### config.mk
export PLATFORM = sky130hd
export DESIGN_NAME = lpcfg_top
export DESIGN_NICKNAME = d
export VERILOG_FILES = /design/src/lpcfg_pkg.sv /design/src/lpcfg_stream_if.sv /design/src/lpcfg_cell.sv /design/src/lpcfg_top.sv
export SDC_FILE = /design/constraint.sdc
export NUM_CORES = 1
export LEC_CHECK = 0
export BUFFER_PORTS_ARGS = -buffer_cell sky130_fd_sc_hd__buf_2
export CORE_MARGIN = 2
export CORE_UTILIZATION = 57
export DETAILED_ROUTE_END_ITERATION = 8
export PLACE_DENSITY = 0.83
export SYNTH_ARGS = -nofsm -noshare
export SYNTH_HDL_FRONTEND = slang
export SYNTH_SLANG_ARGS = --single-unit
### constraint.sdc
create_clock -name pclk -period 5.2 [get_ports pclk]
set_input_delay 0.52 -clock pclk [delete_from_list [all_inputs] [get_ports pclk]]
set_output_delay 0.52 -clock pclk [all_outputs]
set_load 0.02 [all_outputs]
### src/lpcfg_pkg.sv
// Purpose: Shared constants for the loop path configuration and clocking block.
// Assumes: APB register access with 32-bit data; serial traffic modelled as words with a valid strobe.
// Notes:   Offsets are byte addresses; field positions index the 32-bit register word.
package lpcfg_pkg;

  // Register byte offsets.
  localparam logic [11:0] OFF_CTRL      = 12'h000;
  localparam logic [11:0] OFF_DRIVE_EN  = 12'h004;
  localparam logic [11:0] OFF_STATUS    = 12'h008;
  localparam logic [11:0] OFF_CELL_STAT = 12'h00c;

  // Control register field positions.
  localparam int CTRL_REF_RATIO   = 0;
  localparam int CTRL_RATE_ONE    = 1;
  localparam int CTRL_RATE_TWO    = 2;
  localparam int CTRL_RETURN_PATH = 3;
  localparam int CTRL_FIRST_FEED  = 4;
  localparam int CTRL_C2_INPUT    = 5;
  localparam int CTRL_C1_INPUT    = 6;
  localparam int CTRL_C1_MODE     = 7;
  localparam int CTRL_C2_MODE     = 8;
  localparam int CTRL_HOST_EMPH   = 9;
  localparam int CTRL_PORT_EMPH   = 10;
  localparam int CTRL_BYPASS_LSB  = 16;
  localparam int NUM_PORTS        = 6;

  // Bits of the control word that disturb the recovery cells when they change, then the bits that a write can set.
  localparam logic [31:0] CTRL_PATH_MASK = 32'h0000_01f8;
  localparam logic [31:0] CTRL_WR_MASK   = 32'h003f_07ff;

  // Status register field positions.
  localparam int STAT_RATIO_LSB  = 0;
  localparam int STAT_PORT_PWR   = 8;
  localparam int STAT_HOST_A_PWR = 16;
  localparam int STAT_HOST_B_PWR = 17;
  localparam int STAT_HOST_EMPH  = 18;
  localparam int STAT_PORT_EMPH  = 19;
  localparam int STAT_DRIVE_LSB  = 24;

  // Cell status sticky bits.
  localparam int CST_C1_INS  = 0;
  localparam int CST_C1_DROP = 1;
  localparam int CST_C2_INS  = 2;
  localparam int CST_C2_DROP = 3;

  // Reset values; the multiplier starts in its 20x setting.
  localparam logic [31:0] CTRL_RESET     = 32'h0000_0001;
  localparam logic [7:0]  DRIVE_EN_RESET = 8'h00;

  // Multiplier ratios and the bit clock they reach.
  localparam logic [5:0] RATIO_HIGH_REF = 6'h14;
  localparam logic [5:0] RATIO_LOW_REF  = 6'h28;
  localparam real        BIT_CLK_GHZ    = 2.125;

  // Stream word and elastic buffer shape.
  localparam int          WORD_W     = 40;
  localparam int          FIFO_DEPTH = 4;
  localparam logic [39:0] FILL_WORD  = 40'h00_0000_0000;

endpackage

### src/lpcfg_stream_if.sv
// Purpose: Word stream carrier between the configuration core and a recovery cell.
// Assumes: One word moves in each cycle that valid is high.
// Notes:   No back-pressure; a serial loop cannot be stalled.
`timescale 1ns/100ps
interface lpcfg_stream_if #(parameter int W = 40);
  logic [W-1:0] data;
  logic         valid;
  modport src (output data, output valid);
  modport snk (input data, input valid);
endinterface : lpcfg_stream_if

### src/lpcfg_cell.sv
// Purpose: One recovery cell, running as repeater or as retimer with an add/drop buffer.
// Assumes: rx.valid marks a word on the recovered clock; bit_tick marks a local bit clock word slot.
// Notes:   DEPTH must be a power of two so the pointers wrap on their own.
`timescale 1ns/100ps
module lpcfg_cell #(
  parameter int                       W     = lpcfg_pkg::WORD_W,
  parameter int                       DEPTH = lpcfg_pkg::FIFO_DEPTH,
  parameter logic [lpcfg_pkg::WORD_W-1:0] FILL = lpcfg_pkg::FILL_WORD
) (
  input  wire logic      clk,
  input  wire logic      rst_n,
  input  wire logic      mode_sel,
  input  wire logic      relock,
  input  wire logic      bit_tick,
  lpcfg_stream_if.snk    rx,
  lpcfg_stream_if.src    tx,
  output logic           ins_evt,
  output logic           drop_evt
);
  import lpcfg_pkg::*;

  localparam int AW = $clog2(DEPTH);
  localparam int CW = $clog2(DEPTH + 1);

  logic [W-1:0]  mem [DEPTH];
  logic [AW-1:0] wptr, next_wptr, rptr, next_rptr;
  logic [CW-1:0] fill, next_fill;
  logic [W-1:0]  dout, next_dout;
  logic          vout, next_vout, next_ins, next_drop;
  logic          push, pop;

  // Next state of the cell; a relock empties the buffer so stale words are not sent after a path change.
  always_comb begin
    next_wptr = wptr;
    next_rptr = rptr;
    next_fill = fill;
    next_dout = dout;
    next_vout = 1'b0;
    next_ins  = 1'b0;
    next_drop = 1'b0;
    push      = 1'b0;
    pop       = 1'b0;
    if (relock) begin                                                    // [RQ19]
      next_wptr = '0;
      next_rptr = '0;
      next_fill = '0;
    end else if (mode_sel) begin
      // Repeater: the word leaves on the recovered clock strobe itself.
      if (rx.valid) begin                                                // [RQ14] [RQ16]
        next_dout = rx.data;
        next_vout = 1'b1;
      end
    end else begin
      // Retimer: words leave only on the local bit clock slot.
      pop = bit_tick && (fill != '0);                                    // [RQ18]
      if (bit_tick && (fill == '0)) begin
        next_dout = FILL;                                                // [RQ18]
        next_vout = 1'b1;
        next_ins  = 1'b1;
      end
      if (pop) begin
        next_dout = mem[rptr];
        next_vout = 1'b1;
        next_rptr = AW'(rptr + 1'b1);
      end
      // With no pop in the same cycle, a fill word is dropped to keep one slot of headroom and a full buffer loses the word.
      if (rx.valid) begin
        if ((fill == CW'(DEPTH)) && !pop) begin
          next_drop = 1'b1;
        end else if ((rx.data == FILL) && (fill >= CW'(DEPTH - 1)) && !pop) begin
          next_drop = 1'b1;                                              // [RQ18]
        end else begin
          push      = 1'b1;
          next_wptr = AW'(wptr + 1'b1);
        end
      end
      next_fill = CW'(fill + {{(CW-1){1'b0}}, push} - {{(CW-1){1'b0}}, pop});
    end
  end

  // State registers of the cell.
  always_ff @(posedge clk or negedge rst_n) begin
    if (!rst_n) begin
      wptr     <= '0;
      rptr     <= '0;
      fill     <= '0;
      dout     <= '0;
      vout     <= 1'b0;
      ins_evt  <= 1'b0;
      drop_evt <= 1'b0;
    end else begin
      wptr     <= next_wptr;
      rptr     <= next_rptr;
      fill     <= next_fill;
      dout     <= next_dout;
      vout     <= next_vout;
      ins_evt  <= next_ins;
      drop_evt <= next_drop;
    end
  end

  // Buffer storage needs no reset; fill guards every read.
  always_ff @(posedge clk) begin
    if (push) begin
      mem[wptr] <= rx.data;
    end
  end

  assign tx.data  = dout;
  assign tx.valid = vout;
endmodule : lpcfg_cell

### src/lpcfg_top.sv
// Purpose: Configuration, routing and clocking control of a hex loop bypass device, with an APB register file.
// Assumes: All pins synchronous to pclk; ref_clk_in is sampled, serial streams arrive as words.
// Notes:   Control bits are meant to be static; any path change relocks both recovery cells.
//
// How it works
// [RQ1] Multiplier ratio is 20 with ref_ratio_sel high, 40 when low, giving 2.125GHz.
// [RQ2] Board supplies 106.25MHz for the high setting, 53.125MHz for the low setting.
// [RQ3] Reference and ratio setting stay independent of both rate select bits.
// [RQ4] Integrators should keep ref_ratio_sel high; the 40x setting may miss jitter limits.
// [RQ5] Only rising edges of ref_clk_in produce bit clock slots.
// [RQ6] A drive port input buffer is powered only while its bypass select is high.
// [RQ7] host_in_a powered with cell_one_input_sel, host_in_b with cell_two_input_sel.
// [RQ8] return_mux picks bypass stage six or cell two; feeds host_out_a, feed_mux, cell_one_mux.
// [RQ9] feed_mux picks return_mux or cell one and drives bypass stage one.
// [RQ10] cell_two_mux picks bypass stage six or host_in_b for cell two.
// [RQ11] cell_one_mux picks return_mux or host_in_a for cell one.
// [RQ12] Each output driver is off while its drive enable is low.
// [RQ13] Pre-emphasis off when its disable bit is high: host pair and six port outputs.
// [RQ14] Each cell repeats when its mode select is high and retimes when low.
// [RQ15] Cell one runs from cell_one_mux to feed_mux; cell two from cell_two_mux to return_mux.
// [RQ16] A repeater resends data on the recovered clock, not the local bit clock.
// [RQ17] Ten drive cascade: cell two input low, cell one input high, others per case.
// [RQ18] A retimer passes data through a four word add/drop buffer to the bit clock.
// [RQ19] Controls are static; changing them relocks the cells and may corrupt traffic. Here only a change of the path bits 3 to 8 relocks.
`timescale 1ns/100ps
module lpcfg_top
  import lpcfg_pkg::*;
#(
  parameter int W = lpcfg_pkg::WORD_W
) (
  input  wire logic                           pclk,
  input  wire logic                           presetn,
  input  wire logic                           psel,
  input  wire logic                           penable,
  input  wire logic                           pwrite,
  input  wire logic [11:0]                    paddr,
  input  wire logic [31:0]                    pwdata,
  output logic [31:0]                         prdata,
  output logic                                pready,
  output logic                                pslverr,
  input  wire logic                           ref_clk_in,
  input  wire logic [W-1:0]                   host_in_a_data,
  input  wire logic                           host_in_a_valid,
  input  wire logic [W-1:0]                   host_in_b_data,
  input  wire logic                           host_in_b_valid,
  input  wire logic [W-1:0]                   bypass_stage_six_data,
  input  wire logic                           bypass_stage_six_valid,
  output logic [W-1:0]                        bypass_stage_one_data,
  output logic                                bypass_stage_one_valid,
  output logic [W-1:0]                        host_out_a_data,
  output logic                                host_out_a_valid,
  output logic [W-1:0]                        host_out_b_data,
  output logic                                host_out_b_valid,
  output logic [lpcfg_pkg::NUM_PORTS-1:0]     port_in_power,
  output logic                                host_in_a_power,
  output logic                                host_in_b_power,
  output logic [7:0]                          drive_power,
  output logic                                host_emph_on,
  output logic                                port_emph_on,
  output logic [5:0]                          mult_ratio,
  output logic                                bit_tick
);
  import lpcfg_pkg::*;

  logic [31:0]          ctrl, next_ctrl;
  logic [7:0]           drive_en, next_drive_en;
  logic [3:0]           cell_stat, next_cell_stat;
  logic [31:0]          next_prdata;
  logic                 relock, next_relock;
  logic                 ref_q;
  logic [W-1:0]         out_a_d, next_out_a_d, out_b_d, next_out_b_d, stage_one_d, next_stage_one_d;
  logic                 out_a_v, next_out_a_v, out_b_v, next_out_b_v, stage_one_v, next_stage_one_v;
  logic                 wr_en, rd_setup, addr_hit;
  logic [31:0]          status;
  logic [W-1:0]         ret_d, feed_d;
  logic                 ret_v, feed_v;
  logic                 c1_ins, c1_drop, c2_ins, c2_drop;
  logic                 ratio_sel, ret_sel, feed_sel, c2_in_sel, c1_in_sel;
  logic [NUM_PORTS-1:0] bypass_sel;

  lpcfg_stream_if #(.W(W)) c1_rx ();
  lpcfg_stream_if #(.W(W)) c1_tx ();
  lpcfg_stream_if #(.W(W)) c2_rx ();
  lpcfg_stream_if #(.W(W)) c2_tx ();

  // Named views of the control word.
  assign ratio_sel  = ctrl[CTRL_REF_RATIO];
  assign ret_sel    = ctrl[CTRL_RETURN_PATH];
  assign feed_sel   = ctrl[CTRL_FIRST_FEED];
  assign c2_in_sel  = ctrl[CTRL_C2_INPUT];
  assign c1_in_sel  = ctrl[CTRL_C1_INPUT];
  assign bypass_sel = ctrl[CTRL_BYPASS_LSB +: NUM_PORTS];

  // The ratio follows ref_ratio_sel alone; the rate select bits are stored but never looked at here.
  assign mult_ratio = ratio_sel ? RATIO_HIGH_REF : RATIO_LOW_REF;        // [RQ1] [RQ3]

  // A falling reference edge carries no timing, so duty cycle distortion cannot add slots.
  assign bit_tick = ref_clk_in & ~ref_q;                                 // [RQ5]

  // Power and pre-emphasis controls seen by the analog side.
  assign port_in_power   = bypass_sel;                                   // [RQ6]
  assign host_in_a_power = c1_in_sel;                                    // [RQ7]
  assign host_in_b_power = c2_in_sel;                                    // [RQ7] [RQ17]
  assign drive_power     = drive_en;                                     // [RQ12]
  assign host_emph_on    = ~ctrl[CTRL_HOST_EMPH];                        // [RQ13]
  assign port_emph_on    = ~ctrl[CTRL_PORT_EMPH];                        // [RQ13]

  // Return path selects bypass stage six or the output of cell two.
  assign ret_d = ret_sel ? c2_tx.data  : bypass_stage_six_data;          // [RQ8] [RQ15]
  assign ret_v = ret_sel ? c2_tx.valid : bypass_stage_six_valid;         // [RQ8]

  // Feed into bypass stage one selects the return path or cell one.
  assign feed_d = feed_sel ? c1_tx.data  : ret_d;                        // [RQ9] [RQ15]
  assign feed_v = feed_sel ? c1_tx.valid : ret_v;                        // [RQ9]

  // Cell inputs; an unpowered host input contributes no words.
  assign c2_rx.data  = c2_in_sel ? host_in_b_data : bypass_stage_six_data;                 // [RQ10] [RQ15]
  assign c2_rx.valid = c2_in_sel ? host_in_b_valid : bypass_stage_six_valid;               // [RQ10]
  assign c1_rx.data  = c1_in_sel ? host_in_a_data : ret_d;                                 // [RQ11] [RQ15]
  assign c1_rx.valid = c1_in_sel ? host_in_a_valid : ret_v;                                // [RQ11] [RQ7]

  lpcfg_cell #(.W(W), .DEPTH(FIFO_DEPTH), .FILL(FILL_WORD)) u_cell_one (
    .clk      (pclk),
    .rst_n    (presetn),
    .mode_sel (ctrl[CTRL_C1_MODE]),
    .relock   (relock),
    .bit_tick (bit_tick),
    .rx       (c1_rx),
    .tx       (c1_tx),
    .ins_evt  (c1_ins),
    .drop_evt (c1_drop)
  );

  lpcfg_cell #(.W(W), .DEPTH(FIFO_DEPTH), .FILL(FILL_WORD)) u_cell_two (
    .clk      (pclk),
    .rst_n    (presetn),
    .mode_sel (ctrl[CTRL_C2_MODE]),
    .relock   (relock),
    .bit_tick (bit_tick),
    .rx       (c2_rx),
    .tx       (c2_tx),
    .ins_evt  (c2_ins),
    .drop_evt (c2_drop)
  );

  // APB decode; the slave never inserts wait states.
  assign wr_en    = psel & penable & pwrite;
  assign rd_setup = psel & ~penable;
  assign addr_hit = (paddr == OFF_CTRL) || (paddr == OFF_DRIVE_EN) ||
                    (paddr == OFF_STATUS) || (paddr == OFF_CELL_STAT);
  assign pready   = 1'b1;
  assign pslverr  = psel & penable & ~addr_hit;

  // Status word shows the live power, emphasis and ratio state.
  always_comb begin
    status = 32'h0000_0000;
    status[STAT_RATIO_LSB +: 6]        = mult_ratio;
    status[STAT_PORT_PWR +: NUM_PORTS] = port_in_power;
    status[STAT_HOST_A_PWR]            = host_in_a_power;
    status[STAT_HOST_B_PWR]            = host_in_b_power;
    status[STAT_HOST_EMPH]             = host_emph_on;
    status[STAT_PORT_EMPH]             = port_emph_on;
    status[STAT_DRIVE_LSB +: 8]        = drive_power;
  end

  // Register file next state; read data is fetched in the setup cycle so it stands through the access.
  always_comb begin
    next_ctrl      = ctrl;
    next_drive_en  = drive_en;
    next_relock    = 1'b0;
    next_prdata    = prdata;
    next_cell_stat = cell_stat;
    if (wr_en && (paddr == OFF_CTRL)) begin
      next_ctrl   = pwdata & CTRL_WR_MASK;
      next_relock = |((ctrl ^ pwdata) & CTRL_PATH_MASK);                // [RQ19]
    end
    if (wr_en && (paddr == OFF_DRIVE_EN)) begin
      next_drive_en = pwdata[7:0];
    end
    if (wr_en && (paddr == OFF_CELL_STAT)) begin
      next_cell_stat = cell_stat & ~pwdata[3:0];
    end
    // Hardware set comes last so an event in the clearing cycle survives.
    next_cell_stat[CST_C1_INS]  = next_cell_stat[CST_C1_INS]  | c1_ins;   // [RQ18]
    next_cell_stat[CST_C1_DROP] = next_cell_stat[CST_C1_DROP] | c1_drop;  // [RQ18]
    next_cell_stat[CST_C2_INS]  = next_cell_stat[CST_C2_INS]  | c2_ins;   // [RQ18]
    next_cell_stat[CST_C2_DROP] = next_cell_stat[CST_C2_DROP] | c2_drop;  // [RQ18]
    if (rd_setup) begin
      case (paddr)
        OFF_CTRL:      next_prdata = ctrl;
        OFF_DRIVE_EN:  next_prdata = {24'h00_0000, drive_en};
        OFF_STATUS:    next_prdata = status;
        OFF_CELL_STAT: next_prdata = {28'h000_0000, cell_stat};
        default:       next_prdata = 32'h0000_0000;
      endcase
    end
  end

  // Register file flip-flops.
  always_ff @(posedge pclk or negedge presetn) begin
    if (!presetn) begin
      ctrl      <= CTRL_RESET;
      drive_en  <= DRIVE_EN_RESET;
      cell_stat <= 4'h0;
      relock    <= 1'b0;
      prdata    <= 32'h0000_0000;
      ref_q     <= 1'b0;
    end else begin
      ctrl      <= next_ctrl;
      drive_en  <= next_drive_en;
      cell_stat <= next_cell_stat;
      relock    <= next_relock;
      prdata    <= next_prdata;
      ref_q     <= ref_clk_in;
    end
  end

  // Output stage; a powered-down driver sends nothing rather than stale data.
  always_comb begin
    next_out_a_d     = out_a_d;
    next_out_b_d     = out_b_d;
    next_stage_one_d = feed_d;                                           // [RQ9]
    next_stage_one_v = feed_v;
    next_out_a_v     = 1'b0;
    next_out_b_v     = 1'b0;
    if (drive_en[0]) begin
      next_out_a_d = ret_d;                                              // [RQ8] [RQ12]
      next_out_a_v = ret_v;
    end
    if (drive_en[1]) begin
      next_out_b_d = c2_tx.data;                                         // [RQ12]
      next_out_b_v = c2_tx.valid;
    end
  end

  // Output stage flip-flops.
  always_ff @(posedge pclk or negedge presetn) begin
    if (!presetn) begin
      out_a_d     <= '0;
      out_a_v     <= 1'b0;
      out_b_d     <= '0;
      out_b_v     <= 1'b0;
      stage_one_d <= '0;
      stage_one_v <= 1'b0;
    end else begin
      out_a_d     <= next_out_a_d;
      out_a_v     <= next_out_a_v;
      out_b_d     <= next_out_b_d;
      out_b_v     <= next_out_b_v;
      stage_one_d <= next_stage_one_d;
      stage_one_v <= next_stage_one_v;
    end
  end

  assign host_out_a_data        = out_a_d;
  assign host_out_a_valid       = out_a_v;
  assign host_out_b_data        = out_b_d;
  assign host_out_b_valid       = out_b_v;
  assign bypass_stage_one_data  = stage_one_d;
  assign bypass_stage_one_valid = stage_one_v;
endmodule : lpcfg_top

======== Word-level counts from Yosys, hierarchy flattened ========
Memory sizes are Yosys's and may differ from the RTL's.
Index checks and enable logic that the tools add are counted.
cells by class
  $mul .................................... 0
  muxes and demuxes ....................... 84
  shifts and indexed selects .............. 0
  div/mod/pow operators ................... 0
  order comparisons ....................... 2
  bitwise logic cells ..................... 18
  $add $sub $neg .......................... 8
  equal/unequal tests ..................... 13
  reductions and logical operators ........ 38
operators with widths
  cell                   number
  $mux W40               12
  $pmux W32 S4           1
  $logic_not A40 Y1      2
  $mux W1                49
  $mux W2                16
  $eq A12 B4 Y1 const B  2
  $logic_and A1 B1 Y1    13
  $eq A12 B3 Y1 const B  1
  $logic_not A12 Y1      1
  $mux W3                4
  $reduce_bool A3 Y1     4
  $xor A9 B9 Y9          1
  $add A2 B1 Y2 const B  4
  $ne A2 B1 Y1 const B   4
  $ne A2 B2 Y1 const B   4
  $reduce_and A4 Y1      2
  $reduce_bool A2 Y1     4
  $add A3 B1 Y3          2
  $eq A3 B3 Y1 const B   2
  $ge A3 B2 Y1 const B   2
  $logic_not A3 Y1       2
  $mux W6                1
  $not A1 Y1             6
  $reduce_and A3 Y1      2
  other kinds (10)       22
word-level totals
  bits in registers ....................... 286
  memories kept ........................... 2
  RAM bits ................................ 320
  logic and storage cells ................. 191
  latch bits .............................. 0
  bits in read-only memories .............. 0
memories
  memory          words  bits a word  rd ports  clocked after memory_dff  wr ports  RTL line          RTL
  u_cell_one.mem  4      40           1         0                         1         lpcfg_cell.sv:25  logic [W-1:0] mem [DEPTH];
  u_cell_two.mem  4      40           1         0                         1         lpcfg_cell.sv:25

======== Logic depth before layout (Yosys ltp) ========
Gate-level depths: netlist of run 1.
  depth after elaboration ................. 14
  mapped depth ............................ 16
  gate-level depth less buffers ........... 15

======== Hierarchy ========
Synthesis of run 1 repeated with hierarchy kept, for this count alone.
unflattened totals
  cells, all modules ...................... 1,553
  area, all modules ....................... 25,109.1 µm²
by module, submodules not included
  module      times used  area an instance (µm²)  cells each  seq. area each (µm²)
  lpcfg_cell  2           8,204.1                 465         6,055.8
  lpcfg_top   1           8,700.8                 623         4,555.6

======== Least setup slack after synthesis of run 1 ========
OpenSTA, ideal clock, no wires.
  kind .................................... flip-flop to flip-flop
  start ................................... register ctrl[5]
  end ..................................... memory u_cell_two.mem[0][0], enable pin
  data required time ...................... 4,763 ps
  cell stages (with the launch flop) ...... 10
  setup slack ............................. 1,026 ps
  period minus slack after synthesis ...... 4,174 ps
  library setup time ...................... 437 ps
  path buffers ............................ 2
  arrival ................................. 3,736 ps
  path through ............................ dfrtp_1 buf_2 buf_2 mux2_2 nor4_1 and4_1 a32oi_1 nor2_1 or4_1 nor2_1
between the ends
  longest elaborated chain between the ends .. 13
  elaborated cells between the ends (all ways) .. 14
  classes of those cells .................. mux: 11; reduce/logical: 3
ends and longest elaborated chain
  element                            RTL line              RTL
  start, declared                    lpcfg_top.sv:65       logic [31:0] ctrl, next_ctrl;
  start signal, assigned             lpcfg_top.sv:209      ctrl <= next_ctrl;
  $mux W40                           lpcfg_top.sv:117      assign c2_rx.data = c2_in_sel ? host_in_b_data : bypass_stage_six_data;
  net c2_rx.data[4]                  lpcfg_stream_if.sv:6  logic [W-1:0] data;
  $logic_not A40 Y1                  lpcfg_cell.sv:70      end else if ((rx.data == FILL) && (fill >= CW'(DEPTH - 1)) && !pop) begin
  $logic_and A1 B1 Y1 (2 in series)  lpcfg_cell.sv:70
  $mux W1                            lpcfg_cell.sv:70
  $mux W1                            lpcfg_cell.sv:68      if ((fill == CW'(DEPTH)) && !pop) begin
  $mux W1                            lpcfg_cell.sv:67      if (rx.valid) begin
  $mux W1                            lpcfg_cell.sv:47      end else if (mode_sel) begin
  $mux W1                            lpcfg_cell.sv:43      if (relock) begin
  $mux W1                            lpcfg_cell.sv:47
  $mux W1                            lpcfg_cell.sv:43
  $mux W1                            lpcfg_cell.sv:104     if (push) begin
  $mux W1 (not written as such)      lpcfg_cell.sv:105     mem[wptr] <= rx.data;
  end, declared                      lpcfg_cell.sv:25
The timed path passes the listed nets, and every way through them passes these cells. The select of a mux whose other input is x is not followed.

======== Final worst setup path of run 1 ========
  start ................................... register ctrl[3]
  end ..................................... register u_cell_one.fill[1]
between the ends
  longest elaborated chain between the ends .. 14
  elaborated cells between the ends (all ways) .. 16
  classes of those cells .................. add/sub: 2; mux: 11; reduce/logical: 3
ends and longest elaborated chain
  element                            RTL line              RTL
  $mux W40                           lpcfg_top.sv:109      assign ret_d = ret_sel ? c2_tx.data : bypass_stage_six_data;
  $mux W40                           lpcfg_top.sv:119      assign c1_rx.data = c1_in_sel ? host_in_a_data : ret_d;
  net c1_rx.data[37]                 lpcfg_stream_if.sv:6
  $logic_not A40 Y1                  lpcfg_cell.sv:70
  $logic_and A1 B1 Y1 (2 in series)  lpcfg_cell.sv:70
  $mux W1                            lpcfg_cell.sv:70
  $mux W1                            lpcfg_cell.sv:68
  $mux W1                            lpcfg_cell.sv:67
  $mux W1                            lpcfg_cell.sv:47
  $mux W1                            lpcfg_cell.sv:43
  $add A3 B1 Y3                      lpcfg_cell.sv:77      next_fill = CW'(fill + {{(CW-1){1'b0}}, push} - {{(CW-1){1'b0}}, pop});
  $sub A3 B1 Y3                      lpcfg_cell.sv:77
  $mux W3                            lpcfg_cell.sv:47
  $mux W3                            lpcfg_cell.sv:43
  end signal, assigned               lpcfg_cell.sv:94      fill <= next_fill;
  end, declared                      lpcfg_cell.sv:27      logic [CW-1:0] fill, next_fill;
The timed path passes the listed nets, and every way through them passes these cells. The select of a mux whose other input is x is not followed.
A chain may end at the register's enable or synchronous reset.

==> results of run 1 <==
## sequential cells by signal, indices dropped and copies added, names as in the netlist, 3 cells and up
register and count:
u_cell_one.fill 3, u_cell_two.tx.data 40, u_cell_two.mem 160, bypass_stage_one_data 40
u_cell_one.mem 160, prdata 28, drive_power 8, host_out_b_data 40
ctrl 17, host_out_a_data 40, u_cell_two.fill 3, cell_stat 4
u_cell_one.tx.data 40
## cell usage after synthesis (all sizes together), types with 2 or more instances
cell | n | area share
buf | 52 | 0.012
mux2i | 17 | 0.0068
xor2 | 5 | 0.0017
or4 | 2 | 0.00060
nor3 | 9 | 0.0018
conb | 2 | 0.00030
or3 | 2 | 0.00050
nor4b | 4 | 0.0014
ha | 14 | 0.0070
o31a | 2 | 0.00070
o31ai | 6 | 0.0018
nand3 | 3 | 0.00060
edfxtp | 320 | 0.38
nor2 | 120 | 0.018
nand2b | 2 | 0.00050
inv | 27 | 0.0040
and2 | 3 | 0.00075
xnor2 | 8 | 0.0028
and4 | 2 | 0.00070
mux2 | 267 | 0.12
a22o | 11 | 0.0038
a21o | 4 | 0.0012
fa | 2 | 0.0016
mux4 | 82 | 0.074
a22oi | 82 | 0.025
dfrtp | 281 | 0.28
nor4 | 24 | 0.0060
o2bb2ai | 2 | 0.00070
clkbuf | 65 | 0.0097
a21oi | 86 | 0.017
a2bb2oi | 2 | 0.00070
o21ai | 19 | 0.0044
nand2 | 35 | 0.0052
nand4 | 6 | 0.0015
## per-layer routing
| layer | up-vias | share of wire |
|---|---|---|
| li1 | 6625 | - |
| met1 | 8061 | 0.37 |
| met2 | 853 | 0.49 |
| met3 | 150 | 0.093 |
| met4 | 2 | 0.042 |
| met5 | - | 0.00012 |
## critical path: cells and delay by family, from the launching register on
| kind | cells | cell delay (ns) |
|---|---|---|
| DFF | 1 | 0.73 |
| adders and majority gates | 2 | 0.65 |
| AOI/OAI and AO/OA | 2 | 0.49 |
| and+or+nand+nor | 6 | 1.10 |
| buffers and inverters | 2 | 0.37 |
| muxes | 2 | 0.77 |
## kinds of logic after synthesis
| kind of cell | count (synthesis) |
|---|---|
| compound gates | 219 |
| fa+ha+maj | 16 |
| buf+inv | 144 |
| mux | 366 |
| flops | 602 |
| simple gates | 217 |
| xor+xnor | 13 |
| other cells | 2 |
## power groups by stage
stage	logic, W	registers (W)	clock network (W)
detailed placement	0.00152	0.00578	0
global placement	0.00148	0.00575	0
global route	0.00167	0.00573	0.00447
CTS	0.00154	0.00569	0.00428
finish	0.00154	0.00569	0.00424
floorplan	0.00106	0.00569	0
## final timing paths
check,start,depth (start not counted),slack [ns],endpoint
worst max register to register,ctrl[3],14,0.99,u_cell_one.fill[1]
worst max-delay path,ctrl[3],14,0.99,u_cell_one.fill[1]
max in group asynchronous,presetn,2,3.85,u_cell_one.tx.data[2]
worst min-delay path,presetn,1,-0.006,prdata[6]
worst min register to register,u_cell_two.ins_evt,1,0.43,cell_stat[2]
min in group pclk,ref_clk_in,1,0.04,ref_q
## stage by stage
stage	total power [W]	utilization
final	0.0115	0.677
after global routing	0.0119	0.677
after CTS	0.0115	0.677
after detailed placement	0.00730	0.633
after global placement	0.00723	0.633
after floorplan	0.00675	-
## layout make-up
type                            count  area, sq um  area share
Sequential cell                   602        16700       0.569
Multi-Input combinational cell    838         7910       0.270
Timing Repair Buffer              368         1970      0.0671
Clock buffer                       80         1640      0.0558
Tap cell                          585          732      0.0250
Clock inverter                     30          282     0.00961
Inverter                           27          101     0.00346
==> impl_metrics.json, run 1 <==
{
  "worstPathArrival_ns": 4.73,
  "num_antenna_cells": 0,
  "grt.overflow.total": 0,
  "power_density_nw_per_um2": 391,
  "drt_iter0_markers": 1714,
  "drv_cap": 0,
  "drtAntennaViolNets": 0,
  "worstPathRequired_ns": 5.72,
  "finalNonFillerCells": 2530,
  "ys_seq_area_frac": 0.663,
  "critPathSlowestCell": "dfrtp_2",
  "port_buffers": 332,
  "fillers": 2873,
  "crit_path_max_fanout": 26,
  "power_frac_seq": 0.496,
  "grt_util_met2": 0.482,
  "postSynth.asyncResetShare": 0.468,
  "antenna_found_initial": 2,
  "clk_pin_slew_ns": 0.06,
  "start_util": 0.581,
  "synthAdderAreaFrac": 0.00857,
  "post_drt_wl_per_cell_microns": 26.4,
  "tritoncts": "yes",
  "cts-root-buf": "clkbuf_16",
  "synth.area.mux_share": 0.202,
  "fp.coreArea_sq_um": 43300,
  "grt_pass1_vias": 16000,
  "final_cell_mix": "buf_2 (331), edfxtp_1 (320), dfrtp_1 (272)",
  "fin_ws_ns": 0.990,
  "route.detailed.drc": 0,
  "hold_viol_final": 2,
  "synth_top_flop_cell": "edfxtp_1",
  "rows": 76,
  "status": "finished, violations left",
  "crit_path_max_incr_delay_ns": 0.73,
  "synth_compound_area_frac": 0.0565,
  "dpl.hpwl_microns": 44700,
  "swShare": 0.255,
  "area_delta_synth_final_pct": 16.6,
  "grt_pass1_wl_microns": 100000,
  "vias": 15700,
  "p_switching_w": 0.00293,
  "finClkSkew_ns": 0.0176,
  "synth_cells": 1579,
  "clock_tree.buffer_depth": 3,
  "failed_checks": "negative hold slack",
  "htreeDepth": 2,
  "grt_busiest_layer": "met2",
  "setup_viol": 0,
  "startpoint_type": "flip-flop",
  "grt.met1_usage": 0.378,
  "cts_made_buffers": 59,
  "cts_sinks": 602,
  "pwr-share-clk": 0.370,
  "finish.instance_area_sq_um": 29300,
  "grt_max_degree": 125,
  "fin_nets": 2085,
  "ctsHoldBuffers": 0,
  "synth_xor_area_frac": 0.00453,
  "synth.distinct_cells": 53,
  "firstDrtPassIters": 5,
  "clock_latency_ns": 0.61,
  "ys_seq_elements": 602,
  "die-area_sq_um": 45800,
  "yosysWarnings": 0,
  "route.detailed.vias_per_inst": 6.20,
  "worstSetupPathType": "flip-flop to flip-flop",
  "end_kind": "flip-flop",
  "gp_congestion": 0.919,
  "ctsResizeCount": 0,
  "use_met3": 0.0650,
  "vdd_drop_max_mv": 0.306,
  "die_h_microns": 214,
  "hold_class": "input pin to asynchronous set/reset pin",
  "dp.cells": 2420,
  "cp_cell_sequence": "buf_12 -> mux2_2 -> mux2_2 -> nor4_1 -> nand4_1 -> o31a_1 -> nor2_1 -> nor2_1 -> ha_1 -> inv_1 -> fa_1 -> nor2_1 -> a21oi_1 -> nor2_1",
  "wirelength_microns": 66900,
  "period_share": 0.810,
  "tightest_slew_ns": 1.12,
  "io_pins": 355,
  "setup_tns_ns": 0,
  "layout-drive-gt1-share": 0.428,
  "dpl-instance-area_sq_um": 27400,
  "layout_commonest_cell": "buf_2",
  "synthSimpleGateAreaFrac": 0.0389,
  "fmax_ghz": 0.238,
  "relSlewSlack": 0.248,
  "syn-cell-area_sq_um": 25100,
  "syn_area_per_cell_sq_um": 15.9,
  "grt_usage": 0.292,
  "leakage_nw": 11.9,
  "place_ws_ns": 1.09,
  "p_comb_frac": 0.134,
  "synth_edf_count": 320,
  "post_cts_buffers": 0,
  "fin_crit_ns": 4.21,
  "drv_slew": 0,
  "die_x_microns": 214,
  "p_int_w": 0.00854,
  "cp_common_cell": "nor2_1",
  "synth_top_family_by_area": "multiplexers",
  "whs_ns": -0.00617,
  "rsz0062_at_grt": "false"
}
Note: power is estimated with default switching activity, not from simulation.
==> inputs of run 2 (changes only) <==
ABC_AREA = 1   (was not set)
CORE_UTILIZATION = 52   (was 57)
PLACE_DENSITY = 0.8   (was 0.83)
clock period = 3.43 ns   (was 5.2 ns; I/O delays follow)
==> run 2 against run 1 <==
- the run now ends clean
- clock power is 53% higher
- combinational power grew to 2.9 times the previous value
- synthesized cell count rose by 66%
- sequential power up 62%
- critical path depth rose by 1
- maximum frequency up 32%
- worst setup slack got worse by 0.74 ns
- die area up 12%
- highest routed layer is now met4
- via count increased by 34%
==> impl_metrics.json, run 2 <==
{
  "ff2ff_path_depth": 15,
  "syn-cell-area_sq_um": 25800,
  "fmax_ghz": 0.315,
  "pwr-share-clk": 0.321,
  "ys_seq_elements": 602,
  "drv_slew": 0,
  "place_ws_ns": 0.376,
  "grt_usage": 0.301,
  "worstSetupPathType": "flip-flop to flip-flop",
  "drv_cap": 0,
  "die_x_microns": 227,
  "post_drt_wl_per_cell_microns": 21.4,
  "cts_sinks": 602,
  "power_density_nw_per_um2": 665,
  "period_share": 0.927,
  "relSlewSlack": 0.363,
  "tightest_slew_ns": 0.953,
  "htreeDepth": 2,
  "worstPathArrival_ns": 3.71,
  "ys_seq_area_frac": 0.645,
  "p_switching_w": 0.00633,
  "grt.overflow.total": 0,
  "crit_path_max_incr_delay_ns": 0.49,
  "grt_pass1_wl_microns": 116000,
  "fin_crit_ns": 3.18,
  "reg_top3": "u_cell_one.mem x160, u_cell_two.mem x160",
  "layout_commonest_cell": "nand2_1",
  "die-area_sq_um": 51500,
  "synth_cells": 2622,
  "antenna_found_initial": 5,
  "critPathSlowestCell": "o21ai_0",
  "post-route-util": 0.621,
  "final_cell_mix": "nand2_1 (636), buf_2 (331), o21ai_0 (323)",
  "clk_pin_slew_ns": 0.06,
  "crit_cells": 15,
  "cpLargestDelayFamily": "simple AND/OR/NAND/NOR gates",
  "gp_congestion": 0.965,
  "postSynth.asyncResetShare": 0.468,
  "cp_cell_sequence": "buf_12 -> o21ai_0 -> inv_1 -> nor2_1 -> nand3_1 -> nor2_1 -> nand3_1 -> nand2_1 -> nand2_1 -> nand2_1 -> inv_1 -> ha_1 -> inv_1 -> fa_1 -> o22ai_1",
  "grt_max_degree": 86,
  "status": "completed",
  "worstPathRequired_ns": 3.96,
  "wirelength_microns": 77900,
  "yosysWarnings": 0,
  "layout-drive-gt1-share": 0.172,
  "crit_path_max_fanout": 55,
  "whs_ns": 0.0224,
  "firstDrtPassIters": 6,
  "cts_made_buffers": 58,
  "setup_viol": 0,
  "rsz0062_at_grt": "false",
  "drt_iter0_markers": 3051,
  "post_cts_buffers": 0,
  "syn_area_per_cell_sq_um": 9.86,
  "fin_ws_ns": 0.251,
  "route.detailed.drc": 0,
  "clock_latency_ns": 0.62,
  "synth.area.top_cells": "edfxtp_1 (37%), dfrtp_1 (27%), nand2_1 (9.2%), o21ai_0 (6.3%), nor2_1 (4.5%)",
  "synth_largest_area_cell": "edfxtp_1",
  "area_delta_synth_final_pct": 17.5,
  "dpl.hpwl_microns": 53400,
  "finClkSkew_ns": 0.0234,
  "p_comb_frac": 0.222,
  "clock_tree.buffer_depth": 3,
  "yosysMostFrequentCell": "nand2_1",
  "fp.coreArea_sq_um": 49000,
  "p_int_w": 0.0139,
  "vdd_drop_max_mv": 0.438,
  "start_util": 0.528,
  "power_frac_seq": 0.457,
  "fin_nets": 3109,
  "synthTopCellsByCount": "nand2_1 (636), o21ai_0 (323), edfxtp_1 (320), nor2_1 (313), dfrtp_1 (281)",
  "synth_top_flop_cell": "edfxtp_1",
  "startpoint_type": "flip-flop",
  "synth_edf_count": 320,
  "io_pins": 355,
  "port_buffers": 332,
  "swShare": 0.313,
  "grt_pass1_vias": 20000,
  "end_kind": "flip-flop",
  "rows": 81,
  "cts-root-buf": "clkbuf_16",
  "synth.distinct_cells": 41,
  "tritoncts": "yes",
  "worst-path-buf-inv": 4,
  "vias": 21000,
  "leakage_nw": 13.0,
  "hold_depth": 3,
  "route.detailed.vias_per_inst": 5.76,
  "drtAntennaViolNets": 0,
  "yosysTopAreaCellShare": 0.372,
  "die_h_microns": 227,
  "hold_class": "input pin to flip-flop",
  "hold_viol_final": 0
}
==> run 2: area by class of cell <==
class                           count  area [sq um]
Timing Repair Buffer              398          2410
Tap cell                          664           831
Clock inverter                     34           375
Clock buffer                       76          1550
Inverter                          196           736
Sequential cell                   602         16700
Fill cell                        3861         18600
Antenna cell                        5          12.5
Multi-Input combinational cell   1664          7790
==> run 2: cell families (layout without fill, tap and decap cells) <==
group           count (synthesis)  count (layout)  share of synthesized area
other cells                     2              12                   0.000291
fa+ha+maj                      16              16                    0.00833
flops                         602             602                      0.645
buf+inv                       361             704                     0.0574
mux                             3               3                    0.00126
compound gates                537             537                      0.116
xor+xnor                        4               4                    0.00136
simple gates                 1097            1097                      0.170
==> run 2: metal layers <==
layer / vias up / routed length [microns] / GRT usage
met5: - / 0 / 0
li1: 9383 / - / -
met4: 0 / 3740 / 0.133
met3: 207 / 7800 / 0.0579
met1: 10100 / 29800 / 0.409
met2: 1239 / 36600 / 0.474
==> run 2: final timing paths <==
check | startpoint | end | slack, ns
max | ctrl[5] | u_cell_two.fill[1] | 0.25
min | pwdata[9] | ctrl[9] | 0.02
max reg2reg | ctrl[5] | u_cell_two.fill[1] | 0.25
min reg2reg | u_cell_two.drop_evt | cell_stat[3] | 0.45
max in group asynchronous | presetn | ctrl[4] | 2.03
min in group asynchronous | presetn | bypass_stage_one_data[6] | 0.34
==> run 2: through the flow <==
step | power, W | setup TNS (ns) | cell area [sq um] | std cells
after detailed placement | 0.0138 | 0 | 28300 | 3513
after global placement | 0.0135 | 0 | 28300 | 3513
final | 0.0202 | 0 | 30400 | 3639
after global routing | 0.0211 | 0 | 30400 | 3639
after CTS | 0.0202 | 0 | 30400 | 3634
after floorplan | 0.0121 | -85.82 | 25900 | 2627
==> run 2: what timing repair did <==
action | 4_1_cts | 5_1_grt
gates resized for setup | 0 | 0
hold buffers | 11 | 0
hold endpoints to repair | 91 | 0
==> run 2: tightest hold or removal path: stages <==
cell and delay (ns):
buf_2 0.08, nor2_1 0.04, a21oi_1 0.12
==> run 2: power groups by stage <==
stage | clock, W | combinational, W | sequential, W
floorplan | 0 | 0.00280 | 0.00929
global route | 0.00681 | 0.00492 | 0.00932
global placement | 0 | 0.00418 | 0.00930
finish | 0.00648 | 0.00449 | 0.00924
CTS | 0.00652 | 0.00444 | 0.00922
detailed placement | 0 | 0.00440 | 0.00936
